File: config.mk
export PLATFORM = sky130hd
export DESIGN_NAME = timer_channel_control
export DESIGN_NICKNAME = d
export VERILOG_FILES = /design/src/timer_ctrl_pkg.sv /design/src/prescaler.sv /design/src/timer_channel_control.sv
export SDC_FILE = /design/constraint.sdc
export NUM_CORES = 1
export LEC_CHECK = 0
export BUFFER_PORTS_ARGS = -buffer_cell sky130_fd_sc_hd__buf_2
export CORE_MARGIN = 1
export CORE_UTILIZATION = 65
export CTS_BUF_LIST = sky130_fd_sc_hd__clkbuf_2
export DETAILED_ROUTE_END_ITERATION = 10
export PLACE_DENSITY = 0.87
export SLEW_MARGIN = 25
export SYNTH_ARGS = -nofsm -noshare
export SYNTH_HDL_FRONTEND = slang
export SYNTH_SLANG_ARGS = --single-unit
File: constraint.sdc
create_clock -name clk -period 2.5 [get_ports clk]
set_input_delay 0.125 -clock clk [delete_from_list [all_inputs] [get_ports clk]]
set_output_delay 0.125 -clock clk [all_outputs]
set_load 0.005 [all_outputs]
File: src/timer_ctrl_pkg.sv
package timer_ctrl_pkg;
  localparam int NUM_CH = 6;
  localparam int ADDR_W = 8;
  localparam int DATA_W = 8;
  // Register offsets
  localparam logic [7:0] OFS_OVF_TOGGLE = 8'h07;
  localparam logic [7:0] OFS_CMP_ACT_HI = 8'h08;
  localparam logic [7:0] OFS_CMP_ACT_LO = 8'h09;
  localparam logic [7:0] OFS_CAP_EDGE_HI = 8'h0a;
  localparam logic [7:0] OFS_CAP_EDGE_LO = 8'h0b;
  localparam logic [7:0] OFS_CH_IRQ_EN = 8'h0c;
  localparam logic [7:0] OFS_SYS_CTRL2 = 8'h0d;
  localparam logic [7:0] OFS_CH_FLAG = 8'h0e;
  localparam logic [7:0] OFS_OVF_FLAG = 8'h0f;
  localparam logic [7:0] OFS_CC_SELECT = 8'h10;
  localparam logic [7:0] OFS_PIN_DISC = 8'h11;
  localparam logic [7:0] OFS_PREC_PRESCALE = 8'h12;
  localparam logic [7:0] OFS_PREC_SELECT = 8'h13;
  localparam logic [7:0] OFS_IRQ_STATUS = 8'h14;
  localparam logic [7:0] OFS_IRQ_MASK = 8'h15;
  // Field positions
  localparam int OVF_IRQ_EN_POS = 7;
  localparam int PRESCALE_MSB = 2;
  localparam int OVF_FLAG_POS = 7;
  // Reset values
  localparam logic [7:0] RST_REG = 8'h00;
  localparam logic [15:0] CNT_MAX = 16'hffff;
  localparam logic [5:0] CH_MASK = 6'h3f;
  // Interrupt status bits: 0 overflow, 1 any compare, 2 any capture
  localparam int IRQ_W = 3;
  typedef enum logic [1:0] {
    ACT_NONE,
    ACT_TOGGLE,
    ACT_LOW,
    ACT_HIGH
  } cmp_action_t;
endpackage

File: src/prescaler.sv
`timescale 1ns/10ps
module prescaler #(
  parameter int CNT_W = 8
) (
  input wire logic clk,
  input wire logic rst_n,
  input wire logic [CNT_W-1:0] div_minus_one,
  output logic tick
);
  logic [CNT_W-1:0] cnt_r;
  logic [CNT_W-1:0] div_r;

  // New factor only loads when all stages are zero
  always_ff @(posedge clk) begin
    if (!rst_n) begin
      div_r <= '0;
    end else if (cnt_r == '0) begin
      div_r <= div_minus_one;
    end
  end

  always_ff @(posedge clk) begin
    if (!rst_n) begin
      cnt_r <= '0;
    end else if (cnt_r >= div_r) begin
      cnt_r <= '0;
    end else begin
      cnt_r <= cnt_r + 1'b1;
    end
  end

  assign tick = (cnt_r >= div_r);

  chk_load_sync: assert property (@(posedge clk) disable iff (!rst_n)
    $changed(div_r) |-> $past(cnt_r) == '0)
    else $error("prescale factor loaded mid count");
endmodule

File: src/timer_channel_control.sv
// Decided for this implementation: the address-and-strobe port.
`timescale 1ns/10ps
// Operation
// - With toggle-on-overflow set in compare mode, overflow inverts the pin.
// - Overflow toggle outranks a forced compare on the same channel.
// - Unimplemented channel bits ignore writes and read zero.
// - Compare action 00 none, 01 toggle, 10 low, 11 high.
// - Nonzero mode or level makes the pin a compare output.
// - Compare output drives the pin only while disconnect is clear.
// - Edge select 00 off, 01 rising, 10 falling, 11 both.
// - Channel interrupt enables gate same-position channel flags.
// - Overflow interrupt enable gates the overflow flag request.
// - Legacy prescale field divides bus clock by two to the field.
// - New prescale takes effect when prescale stages are all zero.
// - Precision select chooses eight-bit prescaler over the legacy field.
// - Overflow occurs when the 16-bit counter wraps from max to zero.
// - Select bit one means output compare, zero means input capture.
module timer_channel_control
#(
  parameter int CHANNELS = timer_ctrl_pkg::NUM_CH
) (
  input wire logic clk,
  input wire logic rst_n,
  input wire logic [timer_ctrl_pkg::ADDR_W-1:0] addr,
  input wire logic [timer_ctrl_pkg::DATA_W-1:0] wdata,
  input wire logic wr_stb,
  input wire logic rd_stb,
  output logic [timer_ctrl_pkg::DATA_W-1:0] rdata,
  input wire logic [15:0] counter,
  input wire logic [5:0] compare_match,
  input wire logic [5:0] force_compare,
  input wire logic [5:0] pin_in,
  output logic [5:0] pin_out,
  output logic [5:0] pin_oe,
  output logic [5:0] capture_event,
  output logic timer_tick,
  output logic overflow_event,
  output logic irq
);
  import timer_ctrl_pkg::*;

  logic [5:0] ovf_tog_r, cc_sel_r, pin_disc_r, ch_ie_r, ch_flag_r;
  logic [7:0] cmp_hi_r, cmp_lo_r, edge_hi_r, edge_lo_r, sys2_r, prec_r;
  logic prec_sel_r, prec_locked_r, ovf_flag_r;
  logic [IRQ_W-1:0] irq_stat_r, irq_mask_r;
  logic [5:0] compare_output_r, pin_s1_r, pin_s2_r, pin_d_r;
  logic [15:0] cnt_d_r;
  logic [7:0] rdata_r;
  logic [7:0] pre_div;
  logic [5:0] cmp_mode_bit, cmp_level_bit, edge_sel_hi, edge_sel_lo;
  logic [5:0] cap_ev;
  logic [2:0] sync_fill_r;
  logic [IRQ_W-1:0] irq_ev;
  logic ovf_irq;

  function automatic logic wr_to(input logic [7:0] ofs);
    return wr_stb && addr == ofs;
  endfunction

  // Two-bit pair of channel ch from a hi/lo register couple
  function automatic logic [1:0] pair_of(input logic [7:0] hi,
                                         input logic [7:0] lo,
                                         input int ch);
    logic [15:0] both;
    both = {hi, lo};
    return both[2*ch +: 2];
  endfunction

  always_comb begin
    for (int i = 0; i < 6; i++) begin
      {cmp_mode_bit[i], cmp_level_bit[i]} = pair_of(cmp_hi_r, cmp_lo_r, i);
      {edge_sel_hi[i], edge_sel_lo[i]} = pair_of(edge_hi_r, edge_lo_r, i);
    end
  end

  // Register writes; only channel bits kept
  always_ff @(posedge clk) begin
    if (!rst_n) begin
      ovf_tog_r <= '0;
      cc_sel_r <= '0;
      pin_disc_r <= '0;
      ch_ie_r <= '0;
    end else begin
      if (wr_to(OFS_OVF_TOGGLE)) ovf_tog_r <= wdata[5:0];
      if (wr_to(OFS_CC_SELECT)) cc_sel_r <= wdata[5:0];
      if (wr_to(OFS_PIN_DISC)) pin_disc_r <= wdata[5:0];
      if (wr_to(OFS_CH_IRQ_EN)) ch_ie_r <= wdata[5:0];
    end
  end

  always_ff @(posedge clk) begin
    if (!rst_n) begin
      cmp_hi_r <= RST_REG;
      cmp_lo_r <= RST_REG;
      edge_hi_r <= RST_REG;
      edge_lo_r <= RST_REG;
    end else begin
      // Upper registers hold channels 4 and 5 only
      if (wr_to(OFS_CMP_ACT_HI)) cmp_hi_r <= {4'h0, wdata[3:0]};
      if (wr_to(OFS_CMP_ACT_LO)) cmp_lo_r <= wdata;
      if (wr_to(OFS_CAP_EDGE_HI)) edge_hi_r <= {4'h0, wdata[3:0]};
      if (wr_to(OFS_CAP_EDGE_LO)) edge_lo_r <= wdata;
    end
  end

  always_ff @(posedge clk) begin
    if (!rst_n) begin
      sys2_r <= RST_REG;
      prec_r <= RST_REG;
      prec_sel_r <= 1'b0;
      prec_locked_r <= 1'b0;
    end else begin
      if (wr_to(OFS_SYS_CTRL2)) begin
        sys2_r <= {wdata[OVF_IRQ_EN_POS], 4'h0, wdata[PRESCALE_MSB:0]};
      end
      if (wr_to(OFS_PREC_PRESCALE)) prec_r <= wdata;
      // Precision select is write-once after reset
      if (wr_to(OFS_PREC_SELECT) && !prec_locked_r) begin
        prec_sel_r <= wdata[0];
        prec_locked_r <= 1'b1;
      end
    end
  end

  // Divider minus one: legacy 2^n - 1, or precision value
  always_comb begin
    if (prec_sel_r) begin
      pre_div = prec_r;
    end else begin
      pre_div = 8'((9'h001 << sys2_r[PRESCALE_MSB:0]) - 9'h001);
    end
  end

  prescaler #(.CNT_W(8)) u_pre (
    .clk(clk),
    .rst_n(rst_n),
    .div_minus_one(pre_div),
    .tick(timer_tick)
  );

  // Overflow seen as counter wrap
  always_ff @(posedge clk) begin
    if (!rst_n) begin
      cnt_d_r <= 16'h0000;
    end else begin
      cnt_d_r <= counter;
    end
  end
  assign overflow_event = cnt_d_r == CNT_MAX && counter == 16'h0000;

  // Output compare pin state
  always_ff @(posedge clk) begin
    if (!rst_n) begin
      compare_output_r <= '0;
    end else begin
      for (int i = 0; i < 6; i++) begin
        if (cc_sel_r[i]) begin
          if (ovf_tog_r[i] && overflow_event) begin
            compare_output_r[i] <= ~compare_output_r[i];
          end else if (compare_match[i] || force_compare[i]) begin
            unique case (cmp_action_t'({cmp_mode_bit[i], cmp_level_bit[i]}))
              ACT_NONE: compare_output_r[i] <= compare_output_r[i];
              ACT_TOGGLE: compare_output_r[i] <= ~compare_output_r[i];
              ACT_LOW: compare_output_r[i] <= 1'b0;
              ACT_HIGH: compare_output_r[i] <= 1'b1;
            endcase
          end
        end
      end
    end
  end

  assign pin_out = compare_output_r;
  assign pin_oe = cc_sel_r & (cmp_mode_bit | cmp_level_bit)
                  & ~pin_disc_r;

  // Input pins synchronised before edge detection
  always_ff @(posedge clk) begin
    if (!rst_n) begin
      pin_s1_r <= '0;
      pin_s2_r <= '0;
      pin_d_r <= '0;
      sync_fill_r <= '0;
    end else begin
      pin_s1_r <= pin_in;
      pin_s2_r <= pin_s1_r;
      pin_d_r <= pin_s2_r;
      sync_fill_r <= {sync_fill_r[1:0], 1'b1};
    end
  end

  // No edges until the pipe holds real levels: a high pin faked a rise
  always_comb begin
    for (int i = 0; i < 6; i++) begin
      cap_ev[i] = sync_fill_r[2] && !cc_sel_r[i] &&
        ((edge_sel_lo[i] && pin_s2_r[i] && !pin_d_r[i]) ||
         (edge_sel_hi[i] && !pin_s2_r[i] && pin_d_r[i]));
    end
  end
  assign capture_event = cap_ev;

  // Channel and overflow flags; set wins over write-one clear
  always_ff @(posedge clk) begin
    if (!rst_n) begin
      ch_flag_r <= '0;
      ovf_flag_r <= 1'b0;
    end else begin
      for (int i = 0; i < 6; i++) begin
        if (cap_ev[i] || (cc_sel_r[i] && compare_match[i] &&
            !force_compare[i])) begin
          ch_flag_r[i] <= 1'b1;
        end else if (wr_to(OFS_CH_FLAG) && wdata[i]) begin
          ch_flag_r[i] <= 1'b0;
        end
      end
      if (overflow_event) begin
        ovf_flag_r <= 1'b1;
      end else if (wr_to(OFS_OVF_FLAG) && wdata[OVF_FLAG_POS]) begin
        ovf_flag_r <= 1'b0;
      end
    end
  end

  assign ovf_irq = ovf_flag_r && sys2_r[OVF_IRQ_EN_POS];
  assign irq_ev = {|(ch_flag_r & ch_ie_r & ~cc_sel_r),
                   |(ch_flag_r & ch_ie_r & cc_sel_r), ovf_irq};

  // Sticky status: overflow, compare, capture
  always_ff @(posedge clk) begin
    if (!rst_n) begin
      irq_stat_r <= '0;
      irq_mask_r <= '0;
    end else begin
      for (int b = 0; b < IRQ_W; b++) begin
        if (irq_ev[b]) irq_stat_r[b] <= 1'b1;
        else if (wr_to(OFS_IRQ_STATUS) && wdata[b]) irq_stat_r[b] <= 1'b0;
      end
      if (wr_to(OFS_IRQ_MASK)) irq_mask_r <= wdata[IRQ_W-1:0];
    end
  end

  assign irq = |(irq_stat_r & irq_mask_r);

  // Read data, one cycle after the strobe
  always_ff @(posedge clk) begin
    if (!rst_n) begin
      rdata_r <= RST_REG;
    end else if (rd_stb) begin
      unique case (addr)
        OFS_OVF_TOGGLE: rdata_r <= {2'b00, ovf_tog_r};
        OFS_CMP_ACT_HI: rdata_r <= cmp_hi_r;
        OFS_CMP_ACT_LO: rdata_r <= cmp_lo_r;
        OFS_CAP_EDGE_HI: rdata_r <= edge_hi_r;
        OFS_CAP_EDGE_LO: rdata_r <= edge_lo_r;
        OFS_CH_IRQ_EN: rdata_r <= {2'b00, ch_ie_r};
        OFS_SYS_CTRL2: rdata_r <= sys2_r;
        OFS_CH_FLAG: rdata_r <= {2'b00, ch_flag_r};
        OFS_OVF_FLAG: rdata_r <= {ovf_flag_r, 7'h00};
        OFS_CC_SELECT: rdata_r <= {2'b00, cc_sel_r};
        OFS_PIN_DISC: rdata_r <= {2'b00, pin_disc_r};
        OFS_PREC_PRESCALE: rdata_r <= prec_r;
        OFS_PREC_SELECT: rdata_r <= {7'h00, prec_sel_r};
        OFS_IRQ_STATUS: rdata_r <= {5'h00, irq_stat_r};
        OFS_IRQ_MASK: rdata_r <= {5'h00, irq_mask_r};
        default: rdata_r <= 8'h00;
      endcase
    end else begin
      rdata_r <= 8'h00;
    end
  end
  assign rdata = rdata_r;

  chk_ovf_toggle: assert property (@(posedge clk) disable iff (!rst_n)
    overflow_event && ovf_tog_r[0] && cc_sel_r[0] |=>
      pin_out[0] != $past(pin_out[0]))
    else $error("overflow toggle missed on channel 0");
  chk_toggle_priority: assert property (@(posedge clk)
    disable iff (!rst_n)
    overflow_event && ovf_tog_r[0] && cc_sel_r[0] && force_compare[0] |=>
      pin_out[0] != $past(pin_out[0]))
    else $error("force beat overflow toggle");
  chk_unimpl_zero: assert property (@(posedge clk) disable iff (!rst_n)
    $past(rd_stb) && $past(addr) == OFS_OVF_TOGGLE |->
      rdata[7:6] == 2'b00)
    else $error("unimplemented bits read nonzero");
  chk_action_high: assert property (@(posedge clk) disable iff (!rst_n)
    cc_sel_r[0] && compare_match[0] && !(ovf_tog_r[0] && overflow_event) &&
      cmp_mode_bit[0] && cmp_level_bit[0] |=> pin_out[0])
    else $error("set action failed");
  chk_pin_enable: assert property (@(posedge clk) disable iff (!rst_n)
    pin_disc_r[0] |-> !pin_oe[0])
    else $error("disconnected pin driven");
  chk_pin_output: assert property (@(posedge clk) disable iff (!rst_n)
    cc_sel_r[0] && !pin_disc_r[0] && (cmp_mode_bit[0] || cmp_level_bit[0])
      |-> pin_oe[0])
    else $error("compare pin not enabled");
  chk_edge_off: assert property (@(posedge clk) disable iff (!rst_n)
    !edge_sel_hi[1] && !edge_sel_lo[1] |-> !capture_event[1])
    else $error("capture while disabled");
  chk_ovf_irq: assert property (@(posedge clk) disable iff (!rst_n)
    $rose(ovf_flag_r) && sys2_r[7] && irq_mask_r[0] |=> irq)
    else $error("overflow irq missing");
  cov_ovf_toggle: cover property (@(posedge clk)
    overflow_event && |(ovf_tog_r & cc_sel_r));
  cov_capture: cover property (@(posedge clk) |capture_event);
  cov_irq: cover property (@(posedge clk) $rose(irq));
endmodule

==> impl_metrics.yaml <==
grt:
  grtUsageMet2_pct: 63.5
  grt_antenna_before_repair: 0
  grt_pass1_wl_mm: 32.4
  grt_usage_pct: 41.4
  grt_busiest_layer: "met2"
  grt_use_met1_pct: 50.7
  grtUsageMet3_pct: 11.8
  grt_pass1_vias: 6349
  gr-total-overflow: 0
  grt_max_degree: 51
synthesis:
  synth_cells: 797
  synth_common_cells: "142 x dfxtp_1, 85 x nor2_1, 76 x nand2_1"
  synth-seq-cells: 142
  ys.flop_type: "dfxtp_1"
  synth_seq_area_share_pct: 42.7
  synth-edff-count: 0
  synth_top_area_share_pct: 42.7
  yosysMostFrequentCell: "dfxtp_1"
  yosysWarnings: 0
  yosysTopAreaCell: "dfxtp_1"
  syn-num-nets: 861
  synth.avg_cell_area_um2: 8.35
  async_flop_share_pct: 0
  netlist_area_mm2: 0.00666
  synth.area.top_cells: "dfxtp_1 43%, mux2i_1 5.0%, nor2_1 4.8%"
  synth_cell_type_count: 61
sta:
  hold_ws_ps: 126
  worstMarginPinSlew_ps: 614
  max_freq_mhz: 421
  hold_viol_final: 0
  fin_tns_setup_ps: 0
  drv_slew: 0
  timing.slew.headroom_pct: 59.0
  finalSetupViolations: 0
  finalCriticalPeriod_ps: 2380
  fin_skew_ps: 34.7
  post-route-period-util_pct: 95.0
  layout_setup_ws_ps: 125
setup_path:
  max_stage_delay_ps: 390
  critPathRequiredTime_ps: 2380
  critPathArrivalTime_ps: 2250
  rr_startpoint: "cnt_d_r[3]$_SDFF_PN0_"
  cp_max_fo: 3
  path_buf_inv: 2
  cp_slowest_cell: "dfxtp_4"
  start_kind: "flop"
  crit_path_cell_trace: "inv_1 > ha_1 > nand2b_4 > a21o_1 > a211o_1 > nand3_1 > nand2_1 > buf_2"
  crit_type: "flop to output pin"
  critPathCaptureType: "output pin"
  critPathLaunch: "u_pre.cnt_r[0]$_SDFF_PP0_"
  crit_family: "compound AO/OA/AOI/OAI gates"
die:
  initial_core_util_pct: 67.5
  coreArea_mm2: 0.00986
  fp.dieH_um: 103
  io_pins: 83
  die_area_mm2: 0.0106
  rows: 36
  fp.dieW_um: 103
cts:
  cts_buffers: 17
  clock-sinks: 142
  clkLatencyLatePin_ps: 740
  cts_tree: "done"
  cts-root-buf: "clkbuf_2"
  clk_pin_slew_ps: 190
  clock_path_buffers: 2
  htreeDepth: 4
final_layout:
  layout-drive-gt1-share_pct: 16.4
  area_growth_pct: 20.9
  nFillCells: 631
  layout.nets: 995
  final_area_mm2: 0.00805
  final_util_pct: 81.6
  antenna_cells: 0
  stdcell_count: 1076
pwr:
  ir_drop_mv: 0.449
  powerDensity_mw_per_mm2: 522
  power_mw: 4.20
  p_leak_nw: 3.03
min_path:
  hold_start: "addr[1]"
  hold_path_class: "primary input to flop"
place:
  placed_area_mm2: 0.00717
  io_buffers: 82
  dpl.hpwl_mm: 14.3
  dp_cells: 980
  place_ws_ps: 561
  place_congestion: 0.990
detailed_routing:
  drt_iter0_drc: 767
  detail-route-antenna-nets: 0
  vias: 6906
  drt-total-wl_mm: 21.4
  dr.pass1.iters: 5
  vias_per_cell: 6.42
  route.detailed.drc: 0
  wl_per_cell_um: 19.9
flow_run:
  maxCapViolCount: 0
status:
  status: "complete, no violations"
power by group:
part	switching, mW	internal [mW]	leakage [nW]
clock network	0.835	0.450	0.131
logic	0.298	0.241	1.74
registers	0.0490	2.33	1.15
registers in the layout, summed over array words and instances, names as in the netlist, 8 cells and up:
register     cells
edge_lo_r        8
cnt_d_r         16
cmp_lo_r         8
prec_r           8
u_pre.cnt_r      8
rdata            8
u_pre.div_r      8
layout make-up:
cell class | instances | area (µm²) | area share (%)
Clock inverter | 12 | 123 | 1.52
Multi-Input combinational cell | 583 | 3540 | 44.0
Tap cell | 133 | 166 | 2.07
Inverter | 25 | 93.8 | 1.17
Sequential cell | 142 | 2850 | 35.4
Timing Repair Buffer | 162 | 1180 | 14.7
Clock buffer | 19 | 95.1 | 1.18
worst paths after layout:
path                                                   to  slack, ps  depth (start not counted)
worst max-delay path                           timer_tick        120                          8
worst min-delay path                  rdata[7]$_SDFF_PN0_        130                          4
worst max register to register    pin_out[3]$_SDFFE_PN0P_        290                          7
worst min register to register  u_pre.cnt_r[0]$_SDFF_PP0_        440                          1
cell families (layout without fill, tap and decap cells):
group,count (synthesis),in the layout,synth area share [%]
compound gates,210,210,19.7
xor+xnor,6,6,0.790
fa+ha+maj,10,10,1.88
buf+inv,72,218,4.29
flops,142,142,42.7
mux,39,39,6.15
simple gates,318,318,24.5
worst register-to-register path: cells and delay by family (launching register included):
family / cells / cell delay (ps)
DFF: 1 / 360
AOI/OAI and AO/OA: 2 / 260
and+or+nand+nor: 3 / 820
buffers and inverters: 2 / 730
cells in the final DEF, fill, tap and decap left out, drive strengths merged, types with 2 or more instances in the layout:
master | synthesis | routed
dfxtp | 142 | 142
a32oi | 10 | 10
a22o | 3 | 3
nor2b | 7 | 7
ha | 10 | 10
nand4b | 6 | 6
a21o | 8 | 8
nor4 | 6 | 6
mux2i | 33 | 33
nor3b | 7 | 7
o2bb2ai | 6 | 6
a22oi | 8 | 8
buf | 11 | 101
clkbuf | 36 | 19
and3b | 6 | 6
bufinv | 0 | 2
nand4 | 10 | 10
nand2b | 8 | 8
o21ai | 51 | 51
inv | 25 | 25
dlygate4sd3 | 0 | 61
mux2 | 5 | 5
clkinvlp | 0 | 3
clkinv | 0 | 7
o211ai | 6 | 6
nand3 | 29 | 29
nand3b | 2 | 2
a211oi | 10 | 10
o21a | 9 | 9
o31ai | 3 | 3
and3 | 8 | 8
and2 | 37 | 37
a41oi | 2 | 2
a31oi | 16 | 16
nor2 | 92 | 92
xor2 | 5 | 5
a21oi | 59 | 59
nand2 | 78 | 78
nor3 | 19 | 19
o22ai | 9 | 9
what timing repair did:
action | CTS | global route
setup endpoints to repair | 1 | 2
pin swaps | 0 | 2
setup buffers | 0 | 4
resized for setup | 1 | 6
hold buffers | 61 | 0
endpoints found under the hold margin | 111 | 0
layer usage:
layer	vias up	part of all wire (%)
met5	-	0
met4	0	5.8
met3	118	12
met2	531	45
met1	3140	38
li1	3117	-
Note: power is estimated with default switching activity, not from simulation.
